--- config.mk ---
export PLATFORM = sky130hd
export DESIGN_NAME = epio_port
export DESIGN_NICKNAME = d
export VERILOG_FILES = /design/src/include/epio_pkg.sv /design/src/verilog/epio_pin.sv /design/src/verilog/epio_port.sv
export SDC_FILE = /design/constraint.sdc
export NUM_CORES = 1
export LEC_CHECK = 0
export BUFFER_PORTS_ARGS = -buffer_cell sky130_fd_sc_hd__clkbuf_2
export CAP_MARGIN = 20
export CORE_MARGIN = 8
export CORE_UTILIZATION = 54
export CTS_CLUSTER_SIZE = 30
export DETAILED_ROUTE_END_ITERATION = 6
export PLACE_DENSITY = 0.8
export SLEW_MARGIN = 20
export SYNTH_ARGS = -nofsm -noshare
export SYNTH_HDL_FRONTEND = slang
export SYNTH_SLANG_ARGS = --single-unit
--- constraint.sdc ---
create_clock -name sys_clk -period 1.7 [get_ports sys_clk]
set_input_delay 0 -clock sys_clk [delete_from_list [all_inputs] [get_ports sys_clk]]
set_output_delay 0 -clock sys_clk [all_outputs]
set_load 0.005 [all_outputs]
--- src/include/epio_pkg.sv ---
// Constants, register map and carrier types for the eight-pin I/O port.
// Assumes the processor's register port carries 8-bit addresses and data.
`default_nettype none
package epio_pkg;
  localparam int          PIN_CNT         = 8;
  localparam int          MODE_W          = 2;
  // Register addresses; the lower mode register has no printed address
  localparam logic [7:0]  ADDR_UPPER_MODE = 8'hEA;
  localparam logic [7:0]  ADDR_LOWER_MODE = 8'hEB;
  localparam logic [7:0]  ADDR_PIN_DATA   = 8'hF1;
  localparam logic [7:0]  ADDR_PULLUP_EN  = 8'hF2;
  // Reset values
  localparam logic [7:0]  RST_UPPER_MODE  = 8'hFF;
  localparam logic [7:0]  RST_LOWER_MODE  = 8'h00;
  localparam logic [7:0]  RST_PIN_DATA    = 8'h00;
  localparam logic [7:0]  RST_PULLUP_EN   = 8'h00;
  localparam logic [7:0]  READ_UNMAPPED   = 8'h00;
  // Mode field encodings
  localparam logic [1:0]  MODE_INPUT      = 2'h0;
  localparam logic [1:0]  MODE_OPEN_DRAIN = 2'h1;
  localparam logic [1:0]  MODE_PUSH_PULL  = 2'h2;
  localparam logic [1:0]  MODE_INPUT_PU   = 2'h3;

  typedef struct packed {
    logic       wr;
    logic       rd;
    logic [7:0] addr;
    logic [7:0] wdata;
  } epio_reg_req_t;

  typedef struct packed {
    logic [7:0] out;
    logic [7:0] oe;
    logic [7:0] pu;
  } epio_pad_t;
endpackage
`default_nettype wire

--- src/verilog/epio_pin.sv ---
// One pin cell: input synchroniser and registered pad drive.
// Assumes mode, data and alternate-function inputs come from sys_clk logic.
`default_nettype none
module epio_pin (
  input  wire logic       sys_clk,
  input  wire logic       nrst,
  input  wire logic [1:0] mode,
  input  wire logic       data_bit,
  input  wire logic       out_pu_en,
  input  wire logic       alt_en,
  input  wire logic       alt_val,
  input  wire logic       analog_en,
  input  wire logic       pad_in,
  output logic            pad_out,
  output logic            pad_oe,
  output logic            pad_pu,
  output logic            level
);
  logic meta_r;
  logic level_r;
  logic pad_out_r;
  logic pad_oe_r;
  logic pad_pu_r;

  wire is_od    = (mode == epio_pkg::MODE_OPEN_DRAIN);
  wire is_pp    = (mode == epio_pkg::MODE_PUSH_PULL);
  wire is_out   = is_od | is_pp;
  // A peripheral only takes the pin when software also chose an output mode
  wire drive_v  = (alt_en & is_out) ? alt_val : data_bit; // RULE7
  // Open drain pulls low on 0 and releases on 1
  wire oe_nxt   = ~analog_en & (is_pp | (is_od & ~drive_v)); // RULE9
  wire out_nxt  = is_pp & drive_v; // RULE2
  wire pu_nxt   = ~analog_en & ((mode == epio_pkg::MODE_INPUT_PU) | (is_out & out_pu_en)); // RULE6

  always_ff @(posedge sys_clk) begin
    if (!nrst) begin
      meta_r    <= 1'b0;
      level_r   <= 1'b0;
      pad_out_r <= 1'b0;
      pad_oe_r  <= 1'b0;
      pad_pu_r  <= 1'b0;
    end else begin
      meta_r    <= pad_in;
      level_r   <= meta_r;
      pad_out_r <= out_nxt;
      pad_oe_r  <= oe_nxt;
      pad_pu_r  <= pu_nxt;
    end
  end

  assign pad_out = pad_out_r;
  assign pad_oe  = pad_oe_r;
  assign pad_pu  = pad_pu_r;
  assign level   = level_r;
endmodule
`default_nettype wire

--- src/verilog/epio_port.sv ---
// Eight-pin general-purpose I/O port with per-pin mode control.
// Assumes a single-cycle register port from the core on sys_clk and
// peripherals on the same clock; pads are resolved outside this block.
// Pad out, oe and pu leave flip-flops; each pad_in bit is synchronised per pin.
//
// Summary of operation
// RULE1: Eight pins are read and written through one 8-bit data register at F1h.
// RULE2: Each pin's two-bit mode selects CMOS input, open drain, push-pull or input with pull-up.
// RULE3: The upper mode register at EAh holds pins 7 to 4 from the top bit pair down.
// RULE4: The upper mode register resets to FFh so pins 7 to 4 start as inputs with pull-up.
// RULE5: The lower mode register holds pins 3 to 0 from the top pair down and resets to 00h.
// RULE6: The register at F2h enables each pin's pull-up in output mode and resets to zero.
// RULE7: Pins carry alternate functions: analog, timer, buzzer, serial and LCD common lines.
// RULE8: Software enabling an alternate function must also enable it in the peripheral itself.
// RULE9: Open drain drives low on 0 and releases on 1; input pins read their synchronised level.
`default_nettype none
module epio_port #(
  parameter int PIN_CNT = epio_pkg::PIN_CNT
) (
  input  wire logic                  sys_clk,
  input  wire logic                  nrst,
  // Core register port
  input  wire epio_pkg::epio_reg_req_t reg_req,
  output logic [7:0]                 reg_rdata,
  // Pads
  input  wire logic [PIN_CNT-1:0]    pad_in,
  output epio_pkg::epio_pad_t        pad,
  // Peripherals on pins 0 to 3
  input  wire logic [3:0]            analog_input_en,
  input  wire logic                  timer_b_pwm_out,
  input  wire logic                  timer_b_pwm_en,
  input  wire logic                  buzzer_out,
  input  wire logic                  buzzer_en,
  output logic                       serial_rx_line,
  input  wire logic                  serial_tx_line,
  input  wire logic                  serial_tx_en,
  // Peripherals on pins 4 to 7
  input  wire logic                  timer_c_out,
  input  wire logic                  timer_c_out_en,
  input  wire logic                  timer_c_pwm_out,
  input  wire logic                  timer_c_pwm_en,
  input  wire logic                  lcd_common_line_a,
  input  wire logic                  lcd_common_line_b,
  input  wire logic                  lcd_common_line_c,
  input  wire logic                  lcd_common_line_d,
  input  wire logic [3:0]            lcd_common_en
);
  logic [7:0]         upper_pin_mode_ctrl_r;
  logic [7:0]         lower_pin_mode_ctrl_r;
  logic [7:0]         port_one_pin_data_r;
  logic [7:0]         output_pullup_enable_r;
  logic [7:0]         reg_rdata_r;
  logic [PIN_CNT-1:0] level;
  logic [PIN_CNT-1:0] pad_out;
  logic [PIN_CNT-1:0] pad_oe;
  logic [PIN_CNT-1:0] pad_pu;

  // Mode field of one pin out of the joined mode registers
  function automatic logic [1:0] pin_mode(input logic [15:0] modes, input int idx);
    pin_mode = modes[idx*epio_pkg::MODE_W +: epio_pkg::MODE_W];
  endfunction

  function automatic logic is_output(input logic [1:0] m);
    is_output = (m == epio_pkg::MODE_OPEN_DRAIN) || (m == epio_pkg::MODE_PUSH_PULL);
  endfunction

  // Upper register at the top so pin 7 sits in bits [15:14]
  wire [15:0] all_modes = {upper_pin_mode_ctrl_r, lower_pin_mode_ctrl_r}; // RULE3 RULE5

  // Mode field of each pin
  logic [1:0] pin_modes [PIN_CNT];
  always_comb begin
    for (int i = 0; i < PIN_CNT; i++) begin
      pin_modes[i] = pin_mode(all_modes, i);
    end
  end

  // Address decode; the lower mode register address is a local choice
  wire hit_upper  = (reg_req.addr == epio_pkg::ADDR_UPPER_MODE);
  wire hit_lower  = (reg_req.addr == epio_pkg::ADDR_LOWER_MODE);
  wire hit_data   = (reg_req.addr == epio_pkg::ADDR_PIN_DATA);
  wire hit_pullup = (reg_req.addr == epio_pkg::ADDR_PULLUP_EN);

  // Write strobes; an unmapped address leaves every register alone
  wire wr_upper  = reg_req.wr & hit_upper;
  wire wr_lower  = reg_req.wr & hit_lower;
  wire wr_data   = reg_req.wr & hit_data;
  wire wr_pullup = reg_req.wr & hit_pullup;

  // Pin 4 is shared: timer output first, then timer PWM, then the LCD common line
  wire pin4_timer = timer_c_out_en | timer_c_pwm_en;
  wire pin4_tval  = timer_c_out_en ? timer_c_out : timer_c_pwm_out;

  // Peripheral enables per pin; pin 2 only receives and never takes a drive
  wire alt_en_p0 = timer_b_pwm_en;
  wire alt_en_p1 = buzzer_en;
  wire alt_en_p2 = 1'h0;
  wire alt_en_p3 = serial_tx_en;
  wire alt_en_p4 = pin4_timer | lcd_common_en[3];
  wire alt_en_p5 = lcd_common_en[2];
  wire alt_en_p6 = lcd_common_en[1];
  wire alt_en_p7 = lcd_common_en[0];

  // Peripheral drive values per pin
  wire alt_val_p0 = timer_b_pwm_out;
  wire alt_val_p1 = buzzer_out;
  wire alt_val_p2 = 1'h0;
  wire alt_val_p3 = serial_tx_line;
  wire alt_val_p4 = pin4_timer ? pin4_tval : lcd_common_line_d;
  wire alt_val_p5 = lcd_common_line_c;
  wire alt_val_p6 = lcd_common_line_b;
  wire alt_val_p7 = lcd_common_line_a;

  // A function only reaches its pin with the peripheral's own enable as well
  wire [7:0] alt_en  = {alt_en_p7, alt_en_p6, alt_en_p5, alt_en_p4,
                        alt_en_p3, alt_en_p2, alt_en_p1, alt_en_p0}; // RULE7 RULE8
  wire [7:0] alt_val = {alt_val_p7, alt_val_p6, alt_val_p5, alt_val_p4,
                        alt_val_p3, alt_val_p2, alt_val_p1, alt_val_p0}; // RULE7

  // Analog channel d sits on pin 0 and channel a on pin 3; upper pins have none
  wire [3:0] analog_low = {analog_input_en[0], analog_input_en[1],
                           analog_input_en[2], analog_input_en[3]};
  wire [7:0] analog_en  = {4'h0, analog_low}; // RULE7

  // Pins in an output mode
  logic [7:0] out_mode;
  always_comb begin
    out_mode = '0;
    for (int i = 0; i < PIN_CNT; i++) begin
      out_mode[i] = is_output(pin_modes[i]); // RULE2
    end
  end

  // Data read: output pins return the latch, input pins the synchronised level
  wire [7:0] data_view = (port_one_pin_data_r & out_mode) | (level & ~out_mode); // RULE9 RULE1

  // Unmapped reads return zero and flag nothing
  wire [7:0] rdata_nxt = hit_upper  ? upper_pin_mode_ctrl_r :
                         hit_lower  ? lower_pin_mode_ctrl_r :
                         hit_data   ? data_view :
                         hit_pullup ? output_pullup_enable_r :
                                      epio_pkg::READ_UNMAPPED;

  wire [7:0] upper_nxt  = wr_upper  ? reg_req.wdata : upper_pin_mode_ctrl_r;
  wire [7:0] lower_nxt  = wr_lower  ? reg_req.wdata : lower_pin_mode_ctrl_r;
  wire [7:0] data_nxt   = wr_data   ? reg_req.wdata : port_one_pin_data_r;
  wire [7:0] pullup_nxt = wr_pullup ? reg_req.wdata : output_pullup_enable_r;
  // Read data only moves on a read and holds otherwise
  wire [7:0] reg_rdata_nxt = reg_req.rd ? rdata_nxt : reg_rdata_r;

  // Upper mode register: pins 7 to 4 come out of reset as inputs with pull-up
  always_ff @(posedge sys_clk) begin
    if (!nrst) begin
      upper_pin_mode_ctrl_r <= epio_pkg::RST_UPPER_MODE; // RULE4
    end else begin
      upper_pin_mode_ctrl_r <= upper_nxt; // RULE3
    end
  end

  // Lower mode register: pins 3 to 0 come out of reset as plain inputs
  always_ff @(posedge sys_clk) begin
    if (!nrst) begin
      lower_pin_mode_ctrl_r <= epio_pkg::RST_LOWER_MODE; // RULE5
    end else begin
      lower_pin_mode_ctrl_r <= lower_nxt; // RULE5
    end
  end

  // Output latch of the data register
  always_ff @(posedge sys_clk) begin
    if (!nrst) begin
      port_one_pin_data_r <= epio_pkg::RST_PIN_DATA;
    end else begin
      port_one_pin_data_r <= data_nxt; // RULE1
    end
  end

  // Pull-up enables for pins in an output mode
  always_ff @(posedge sys_clk) begin
    if (!nrst) begin
      output_pullup_enable_r <= epio_pkg::RST_PULLUP_EN; // RULE6
    end else begin
      output_pullup_enable_r <= pullup_nxt; // RULE6
    end
  end

  // Read data register
  always_ff @(posedge sys_clk) begin
    if (!nrst) begin
      reg_rdata_r <= epio_pkg::READ_UNMAPPED;
    end else begin
      reg_rdata_r <= reg_rdata_nxt; // RULE1
    end
  end

  for (genvar g = 0; g < PIN_CNT; g++) begin : g_pin
    epio_pin u_pin (
      .sys_clk   (sys_clk),
      .nrst      (nrst),
      .mode      (pin_modes[g]), // RULE2
      .data_bit  (port_one_pin_data_r[g]),
      .out_pu_en (output_pullup_enable_r[g]),
      .alt_en    (alt_en[g]),
      .alt_val   (alt_val[g]),
      .analog_en (analog_en[g]),
      .pad_in    (pad_in[g]),
      .pad_out   (pad_out[g]),
      .pad_oe    (pad_oe[g]),
      .pad_pu    (pad_pu[g]),
      .level     (level[g])
    );
  end

  assign pad.out        = pad_out;
  assign pad.oe         = pad_oe;
  assign pad.pu         = pad_pu;
  assign reg_rdata      = reg_rdata_r;
  assign serial_rx_line = level[2];
endmodule
`default_nettype wire
==> results of run 1 <==
cells by family (layout without fill, tap and decap cells):
family | count (synthesis) | after routing | synth area share (%)
muxes | 31 | 31 | 8.412
DFF | 80 | 80 | 43.24
AOI/OAI and AO/OA | 59 | 59 | 11.05
adders and majority gates | 24 | 24 | 8.108
and+or+nand+nor | 137 | 137 | 19.29
buffers and inverters | 65 | 159 | 9.898
cells in the final DEF, fill, tap and decap left out, types with 4 or more instances in the layout:
master	count
a22oi_1	8
buf_4	11
nand2b_1	4
ha_1	24
clkbuf_8	9
inv_1	23
o21ai_2	8
dfxtp_1	79
o31ai_1	8
o21a_1	4
nand2_1	41
and2_1	16
o2bb2ai_1	8
dlygate4sd3_1	26
mux2i_1	30
nand3_1	17
o21ai_0	10
nor2_1	22
nor2b_1	24
a21oi_1	12
clkbuf_2	82
critical path, delay by kind of cell, from the launching register on:
kind	cells	cell delay [ps]
adders and majority gates	1	320
buffers and inverters	1	120
AOI/OAI and AO/OA	3	400
DFF	1	420
muxes	1	210
repair_timing:
action | in CTS | in global routing
endpoints found under the hold margin | 51 | 0
endpoints found under the setup margin | 0 | 1
resized for setup | 0 | 1
hold buffers | 26 | 0
routing by layer:
layer  share of wire, %  up-vias  GRT usage [%]  wire length, microns
li1                   -     1473              -                     -
met1                 41     1358          20.79                  3557
met2                 50      107          31.96                  4378
met3                8.1       10          5.497                   712
met4                1.2        0          7.438                   109
met5                  0        -              0                     0
power groups by stage:
| stage | Combinational (W) | Clock [W] | Sequential (W) |
|---|---|---|---|
| finish | 0.000247 | 0.00136 | 0.00190 |
| CTS | 0.000247 | 0.00138 | 0.00190 |
| global placement | 0.000195 | 0 | 0.00195 |
| detailed placement | 0.000199 | 0 | 0.00195 |
| floorplan | 0.000100 | 0 | 0.00195 |
| global route | 0.000270 | 0.00147 | 0.00191 |
cells in the mapped netlist:
cell	count
nor4b_1	1
nand2b_1	4
a21oi_1	12
nor2b_1	24
buf_12	1
o31ai_1	8
and2_1	16
or3b_1	1
and4_1	1
clkbuf_1	10
nand3_2	2
nand3_1	17
buf_2	1
and4b_1	1
buf_4	24
o21ai_0	10
buf_6	2
o21ai_2	8
ha_1	24
mux2_2	1
dfxtp_1	80
a22oi_1	8
o21a_1	4
mux2i_1	30
or4b_4	1
nor4b_2	1
inv_1	23
nor3_1	2
buf_1	4
and3_1	2
a22o_1	1
o2bb2ai_1	8
nand2_1	41
nor2_1	22
nor4bb_1	1
through the flow:
step | hold WS [ps] | setup WS [ps]
CTS | 22.09 | 90.37
global placement | 205.0 | 142.7
detailed placement | 210.8 | 114.2
global route | 68.63 | 20.00
floorplan | 125.1 | 187.5
finish | 25.55 | 118.6
worst max-delay path by stage:
stage / from / slack (ps) / cells past startpoint / endpoint
after floorplan: reg_req[11] / 190 / 7 / port_one_pin_data_r[0]
after global placement: upper_pin_mode_ctrl_r[0] / 140 / 6 / reg_rdata[4]
after CTS: upper_pin_mode_ctrl_r[0] / 90 / 6 / reg_rdata[4]
final: lower_pin_mode_ctrl_r[4] / 120 / 6 / reg_rdata[2]
after global routing: lower_pin_mode_ctrl_r[4] / 20 / 6 / reg_rdata[2]
after detailed placement: upper_pin_mode_ctrl_r[0] / 110 / 6 / reg_rdata[4]
flip-flops by register name, summed over array words and instances, names as in the netlist:
signal,cells
port_one_pin_data_r,8
lower_pin_mode_ctrl_r,8
reg_rdata,8
g_pin.u_pin.level,8
upper_pin_mode_ctrl_r,8
output_pullup_enable_r,8
g_pin.u_pin.pad_out,8
g_pin.u_pin.pad_oe,8
g_pin.u_pin.pad_pu,8
g_pin.u_pin.meta_r,8
cell type report:
type | instances | area, sq um | share of cell area [%]
Timing Repair Buffer | 120 | 773.2 | 17.21
Sequential cell | 80 | 1603 | 35.67
Inverter | 23 | 86.33 | 1.921
Clock buffer | 11 | 131.4 | 2.924
Tap cell | 80 | 100.1 | 2.228
Clock inverter | 5 | 57.56 | 1.281
Multi-Input combinational cell | 251 | 1742 | 38.76
==> impl_metrics.yaml, run 1 <==
placement:
  portBuffers: 82
  postPlaceCellArea_sq_um: 4043
  dpl.hpwl_microns: 6382
  place_congestion: 0.9162
  dp_cells: 528
layout:
  nNetsFinal: 559
  diodes: 0
  drive_above_1_share_pct: 25.10
  stdcell_area_sq_um: 4493
  syn_to_final_growth_pct: 21.32
  finalNonFillerCells: 570
  n_fill_cell: 545
  fin_util_pct: 66.87
clocking:
  clk_root_buffer_cell: "clkbuf_8"
  insertion_delay_ps: 340
  clk_pin_slew_worst_paths_ps: 80
  clkSinkCount: 80
  cts_max_path_buffers: 2
  cts_tree: "yes"
  cts_setup_buffers: 0
  cts_buffers: 9
  htreeDepth: 3
routing:
  vias: 2948
  routed_wirelength_microns: 8757
  first_iter_violations: 157
  ant_nets: 0
  drt-vias-per-instance: 5.172
  wl_per_cell_microns: 15.36
  drc_errors: 0
  dr.pass1.iters: 4
global_route:
  antenna_found_initial: 0
  grt_max_degree: 38
  grt_usage_pct: 18.52
  grt_pass1_vias: 3037
  grt_pass1_wl_microns: 14530
  grt-ovfl-total: 0
worst_setup_path:
  rrSetupSlack_ps: 120
  cp.required_ps: 1920
  path_cells: "inv_1 -> ha_1 -> mux2i_1 -> o2bb2ai_1 -> a22oi_1 -> o31ai_1"
  critPathKind: "reg -> reg"
  slowest_stage: "dfxtp_1"
  rr_worst_depth: 6
  slowest_delay_ps: 420
  r2r-end: "reg_rdata[2]"
  reg2reg_from: "lower_pin_mode_ctrl_r[4]"
  cp-start-kind: "flop"
  critPathCaptureType: "flop"
  crit_fanout: 4
  arrival_ps: 1800
yosys:
  synth_nets: 470
  ys_warn_count: 0
  synth_top_area_share_pct: 43.24
  synth_top_cell_by_area: "dfxtp_1"
  yosys_register_bits: 80
  postSynthAreaPerCell_sq_um: 9.352
  ys_seq_area_share_pct: 43.24
  ys_types: 35
  synthTopCellsByArea: "dfxtp_1, ha_1, mux2i_1"
  syn-cell-area_sq_um: 3704
  postSynthCellCount: 396
power:
  power.switching_w: 0.0007994
  p_int_w: 0.002710
  ir_worst_vdd_v: 0.0006154
  p_clk_share_pct: 38.7
  total_leakage_power_nw: 2.052
  swShare_pct: 22.78
  seq_power_share_pct: 54.3
  p_total_w: 0.003509
  p_comb_share_pct: 7.0
  powerDensity_nw_per_um2: 781.0
hold_path:
  whs_path_depth: 3
  hp-class: "in -> reg"
  min_from: "timer_c_out_en"
  holdPathEnd: "g_pin[4].u_pin.pad_out"
timing:
  period_share_pct: 93.03
  grt_setup_unrepaired: "no"
  max_freq_mhz: 632.3
  setup_viol: 0
  worst_slew_pin_slew_ps: 564.2
  hold_viol: 0
  slew_viol_final: 0
  period_needed_ps: 1581
  maxSlewHeadroom_pct: 61.87
  skew_ps: 7.713
  fin_setup_tns_ps: 0
die:
  core_sq_um: 6719
  die_y_microns: 98.82
  die_area_sq_um: 9764
  rows: 30
  io_pins: 83
  initial_core_util_pct: 55.12
  dieWidth_microns: 98.82
run_status:
  run_status: "finished clean"
run:
  drv_cap: 0
(Power assumes the default switching activity.)
==> inputs of run 2 (changes only) <==
- CORE_UTILIZATION: 54 -> 49
- PLACE_DENSITY: 0.8 -> 0.76
- clock period: 1.7 -> 1.34 ns (I/O delays scaled with it)
==> run 2 against run 1 <==
Against the previous run: the run now ends with setup timing left; sequential share of layout area fell by 2.5 points; combinational power increased by 36%; first-iteration DRC count shrank 22%; routed wire length up 6.4%; power grew 25%; non-clock buffer count grew 29; global-route usage fell by 0.33 points; critical path type unchanged; largest power group unchanged.
==> impl_metrics.yaml, run 2 (synthesis gave the netlist of run 1 again) <==
run_status:
  run_status: "finished with violations"
  violations: "setup timing"
timing:
  hold_viol: 0
  skew_ps: 14.44
  maxSlewHeadroom_pct: 69.88
  period_share_pct: 101.3
  max_freq_mhz: 737.0
  fin_setup_tns_ps: -16.83
  period_needed_ps: 1357
  setup_viol: 1
  setup_slack_ps: -16.83
  worst_slew_pin_slew_ps: 451.8
  slew_viol_final: 0
  grt_setup_unrepaired: "yes"
routing:
  first_iter_violations: 122
  ant_nets: 0
  dr.pass1.iters: 4
  drc_errors: 0
  wl_per_cell_microns: 15.08
  routed_wirelength_microns: 9320
  drt-vias-per-instance: 5.011
  vias: 3097
global_route:
  grt_usage_pct: 18.19
  grt-ovfl-total: 0
  grt_pass1_wl_microns: 14660
  grt_max_degree: 27
  antenna_found_initial: 0
  grt_pass1_vias: 3205
worst_setup_path:
  cp-start-kind: "flop"
  crit_family: "compound AO/OA/AOI/OAI gates"
  path_cells: "inv_2 -> ha_4 -> mux2i_1 -> o2bb2ai_1 -> a22oi_1 -> o31ai_1"
  path_buf_inv: 1
  crit_fanout: 3
  cp.required_ps: 1580
  arrival_ps: 1600
  slowest_delay_ps: 340
  critPathKind: "reg -> reg"
  slowest_stage: "dfxtp_2"
  critPathCaptureType: "flop"
clocking:
  clk_pin_slew_worst_paths_ps: 90
  clk_root_buffer_cell: "clkbuf_8"
  cts_buffers: 9
  cts_max_path_buffers: 2
  cts_tree: "yes"
  insertion_delay_ps: 360
  clkSinkCount: 80
  htreeDepth: 3
layout:
  layout_common_cells: "clkbuf_2, dfxtp_1, nand2_1"
  final_common_cell: "clkbuf_2"
  diodes: 0
  finalNonFillerCells: 618
  syn_to_final_growth_pct: 31.79
  stdcell_area_sq_um: 4881
  nNetsFinal: 588
  drive_above_1_share_pct: 36.03
  n_fill_cell: 584
die:
  core_sq_um: 7292
  die_y_microns: 102.9
  dieWidth_microns: 102.9
  io_pins: 83
  rows: 31
  initial_core_util_pct: 50.79
  die_area_sq_um: 10600
run:
  drv_cap: 0
power:
  powerDensity_nw_per_um2: 901.0
  total_leakage_power_nw: 2.193
  ir_worst_vdd_v: 0.0005179
placement:
  dp_cells: 575
  postPlaceCellArea_sq_um: 4314
  portBuffers: 82
  dpl.hpwl_microns: 6717
  place_congestion: 0.8318
hold_path:
  hp-class: "in -> reg"
-- run 2: layout make-up --
| cell class | count | area, sq um | area share, % |
|---|---|---|---|
| Tap cell | 99 | 123.9 | 2.538 |
| Clock buffer | 11 | 151.4 | 3.102 |
| Sequential cell | 80 | 1618 | 33.15 |
| Inverter | 23 | 86.33 | 1.769 |
| Clock inverter | 5 | 31.28 | 0.6409 |
| Timing Repair Buffer | 149 | 1003 | 20.56 |
| Multi-Input combinational cell | 251 | 1867 | 38.25 |
-- run 2: metal layers --
layer  share of wire (%)  vias to the layer above  global-route usage, %
li1                    -                     1529                      -
met1                  40                     1454                  20.08
met2                  49                       97                  31.27
met3                 8.7                       17                  4.794
met4                 2.4                        0                  9.677
met5                   0                        -                      0
-- run 2: what timing repair did --
action | in CTS | in global routing
pin swaps | 19 | 18
endpoints found under the setup margin | 15 | 14
hold buffers | 26 | 0
gates resized for setup | 15 | 15
hold endpoints to repair | 53 | 0
setup buffers | 0 | 1
-- run 2: worst reg2reg max path, stage by stage (launching register included) --
cell and delay [ps]:
dfxtp_2 340, inv_2 40, ha_4 280, mux2i_1 210
o2bb2ai_1 90, a22oi_1 200, o31ai_1 90
-- run 2: through the flow --
step | utilization [%] | hold slack [ps] | total power, W | setup WS, ps
floorplan | - | 125.0 | 0.002596 | -170.3
finish | 66.94 | 55.51 | 0.004398 | -16.83
CTS | 66.54 | 24.32 | 0.004448 | -9.626
detailed placement | 59.16 | 208.5 | 0.002743 | -206.4
global route | 66.94 | 110.9 | 0.004574 | -118.3
global placement | 59.16 | 206.3 | 0.002736 | -182.2
-- run 2: path summary, 6_finish.rpt --
| path | from | end | slack (ps) | depth (start not counted) |
|---|---|---|---|---|
| worst min register to register | g_pin[0].u_pin.meta_r | g_pin[0].u_pin.level | 440 | 1 |
| worst min-delay path | timer_c_out_en | g_pin[4].u_pin.pad_out | 60 | 3 |
| worst max register to register | upper_pin_mode_ctrl_r[4] | reg_rdata[6] | -20 | 6 |
| worst max-delay path | upper_pin_mode_ctrl_r[4] | reg_rdata[6] | -20 | 6 |
-- run 2: report_power, final --
group	internal (W)	switching, W	leakage, nW
clock network	0.000767	0.000879	0.0951
logic	0.000184	0.000151	1.45
registers	0.00241	0.0000113	0.649
==> inputs of run 3 (changes only) <==
- CORE_UTILIZATION: 49 -> 51
- CTS_BUF_LIST: unset -> sky130_fd_sc_hd__clkbuf_4
- GPL_TIMING_DRIVEN: unset -> 0
- PLACE_DENSITY: 0.76 -> 0.79
==> run 3 against run 2 <==
Against the previous run: the run ends with hold timing, setup timing left; power shrank 0.33%; non-clock buffer count grew 18; critical path depth is the same; worst setup slack lost 78 ps; critical path type unchanged; largest cell class unchanged; highest routed layer unchanged.
==> impl_metrics.yaml, run 3 (synthesis gave the netlist of run 1 again) <==
run_status:
  run_status: "finished with violations"
  violations: "hold timing, setup timing"
timing:
  setup_viol: 5
  period_needed_ps: 1434
  hold_viol: 1
  slew_viol_final: 0
  setup_slack_ps: -94.40
  max_freq_mhz: 697.2
  period_share_pct: 107.0
  worst_slew_pin_slew_ps: 673.7
  whs_ps: -27.18
  grt_setup_unrepaired: "yes"
  maxSlewHeadroom_pct: 55.09
  skew_ps: 13.38
worst_setup_path:
  path_buf_inv: 1
  arrival_ps: 1750
  critPathLaunch: "lower_pin_mode_ctrl_r[4]"
  reg2reg_from: "lower_pin_mode_ctrl_r[4]"
  crit_family: "flip-flops"
  critPathKind: "reg -> reg"
  slowest_delay_ps: 380
  slowest_stage: "dfxtp_2"
  cp-start-kind: "flop"
  crit_fanout: 2
  critPathCaptureType: "flop"
  path_cells: "inv_2 -> ha_4 -> mux2i_2 -> o2bb2ai_1 -> a22oi_1 -> o31ai_1"
  cp.required_ps: 1650
routing:
  vias: 3305
  ant_nets: 0
  wl_per_cell_microns: 16.27
  dr.pass1.iters: 6
  drc_errors: 0
  first_iter_violations: 154
  routed_wirelength_microns: 10350
  drt-vias-per-instance: 5.197
power:
  p_total_w: 0.004383
  total_leakage_power_nw: 2.238
  swShare_pct: 23.91
  seq_power_share_pct: 54.8
  p_int_w: 0.003335
  powerDensity_nw_per_um2: 875.4
  p_comb_share_pct: 8.1
  p_clk_share_pct: 37.1
  power.switching_w: 0.001048
  ir_worst_vdd_v: 0.0006430
global_route:
  grt_pass1_wl_microns: 16410
  grt_max_degree: 15
  grt_pass1_vias: 3385
  grt_usage_pct: 20.96
  antenna_found_initial: 0
  grt-ovfl-total: 0
placement:
  dp_cells: 576
  dpl.hpwl_microns: 6731
  portBuffers: 81
  place_congestion: 0.8435
  pre_cts_ws_ps: -536.8
die:
  dieWidth_microns: 101.2
  io_pins: 83
  die_y_microns: 101.2
  initial_core_util_pct: 51.89
  core_sq_um: 7137
  rows: 31
  die_area_sq_um: 10240
layout:
  fin_util_pct: 70.16
  seq_area_sq_um: 1640
  drive_above_1_share_pct: 37.24
  final_common_cell: "clkbuf_2"
  multiInputGateArea_sq_um: 1901
  diodes: 0
  layout_common_cells: "clkbuf_2, dfxtp_1, nand2_1"
  nNetsFinal: 606
  finalNonFillerCells: 636
  syn_to_final_growth_pct: 35.20
  n_fill_cell: 564
clocking:
  htreeDepth: 3
  insertion_delay_ps: 430
  clk_pin_slew_worst_paths_ps: 130
  clk_root_buffer_cell: "clkbuf_4"
  cts_buffers: 9
  cts_tree: "yes"
  clkSinkCount: 80
  cts_max_path_buffers: 2
hold_path:
  hp-class: "in -> reg"
  min_from: "timer_b_pwm_en"
run:
  drv_cap: 0
run 3: cell count changes in the layout (fill, tap and decap cells not counted), sizes merged:
cell,previous run,this run
clkbuf,93,99
buf,41,48
bufinv,0,2
dlygate4sd3,26,29
clkinv,4,3
inv,23,24
run 3: per-stage QoR:
stage	TNS [ps]	cell area, sq um
after global placement	-16230	4258
after floorplan	-940.8	3729
final	-233.2	5007
after global routing	-753.4	5007
after CTS	-89.08	4908
after detailed placement	-17620	4258
run 3: final cells by class:
class                   instances  share of cell area (%)
flip-flops and latches         80                   32.76
repair buffers                126                   16.29
clock buffers                   9                   1.349
multi-input cells             251                   37.96
inverters                      23                   1.724
well taps                      99                   2.474
plain buffers                  41                   5.547
clock inverters                 7                   1.899
run 3: what timing repair did:
action | in CTS | in global routing
pin swaps | 24 | 15
hold buffers | 29 | 0
setup endpoints to repair | 27 | 30
buffers inserted | 11 | 5
resized for setup | 30 | 23
endpoints found under the hold margin | 59 | 0
run 3: final timing paths:
kind / end / slack [ps] / cells past startpoint
max: reg_rdata[2] / -90 / 6
min: g_pin[0].u_pin.pad_out / -30 / 4
min reg2reg: g_pin[4].u_pin.level / 450 / 1
max reg2reg: reg_rdata[2] / -90 / 6
run 3: routing by layer:
metal  GRT usage (%)  routed length, microns  share of wire (%)  vias up
met1           22.70                    4084                 39     1555
met3           5.086                     809                7.8       33
met2           36.64                    5137                 50      141
met4           11.80                     316                3.1        0
li1                -                       -                  -     1576
met5               0                       0                  0        -
run 3: worst register-to-register path, delay by kind of cell, from the launching register on:
kind	cells	cell delay, ps
compound gates	3	380
fa+ha+maj	1	270
buf+inv	1	60
flops	1	380
mux	1	230
run 3: power groups by stage:
stage               clock [W]  sequential (W)  combinational, W
floorplan                   0         0.00247          0.000128
global placement            0         0.00247          0.000262
detailed placement          0         0.00247          0.000270
CTS                   0.00164         0.00241          0.000341
global route          0.00175         0.00241          0.000382
finish                0.00163         0.00240          0.000354
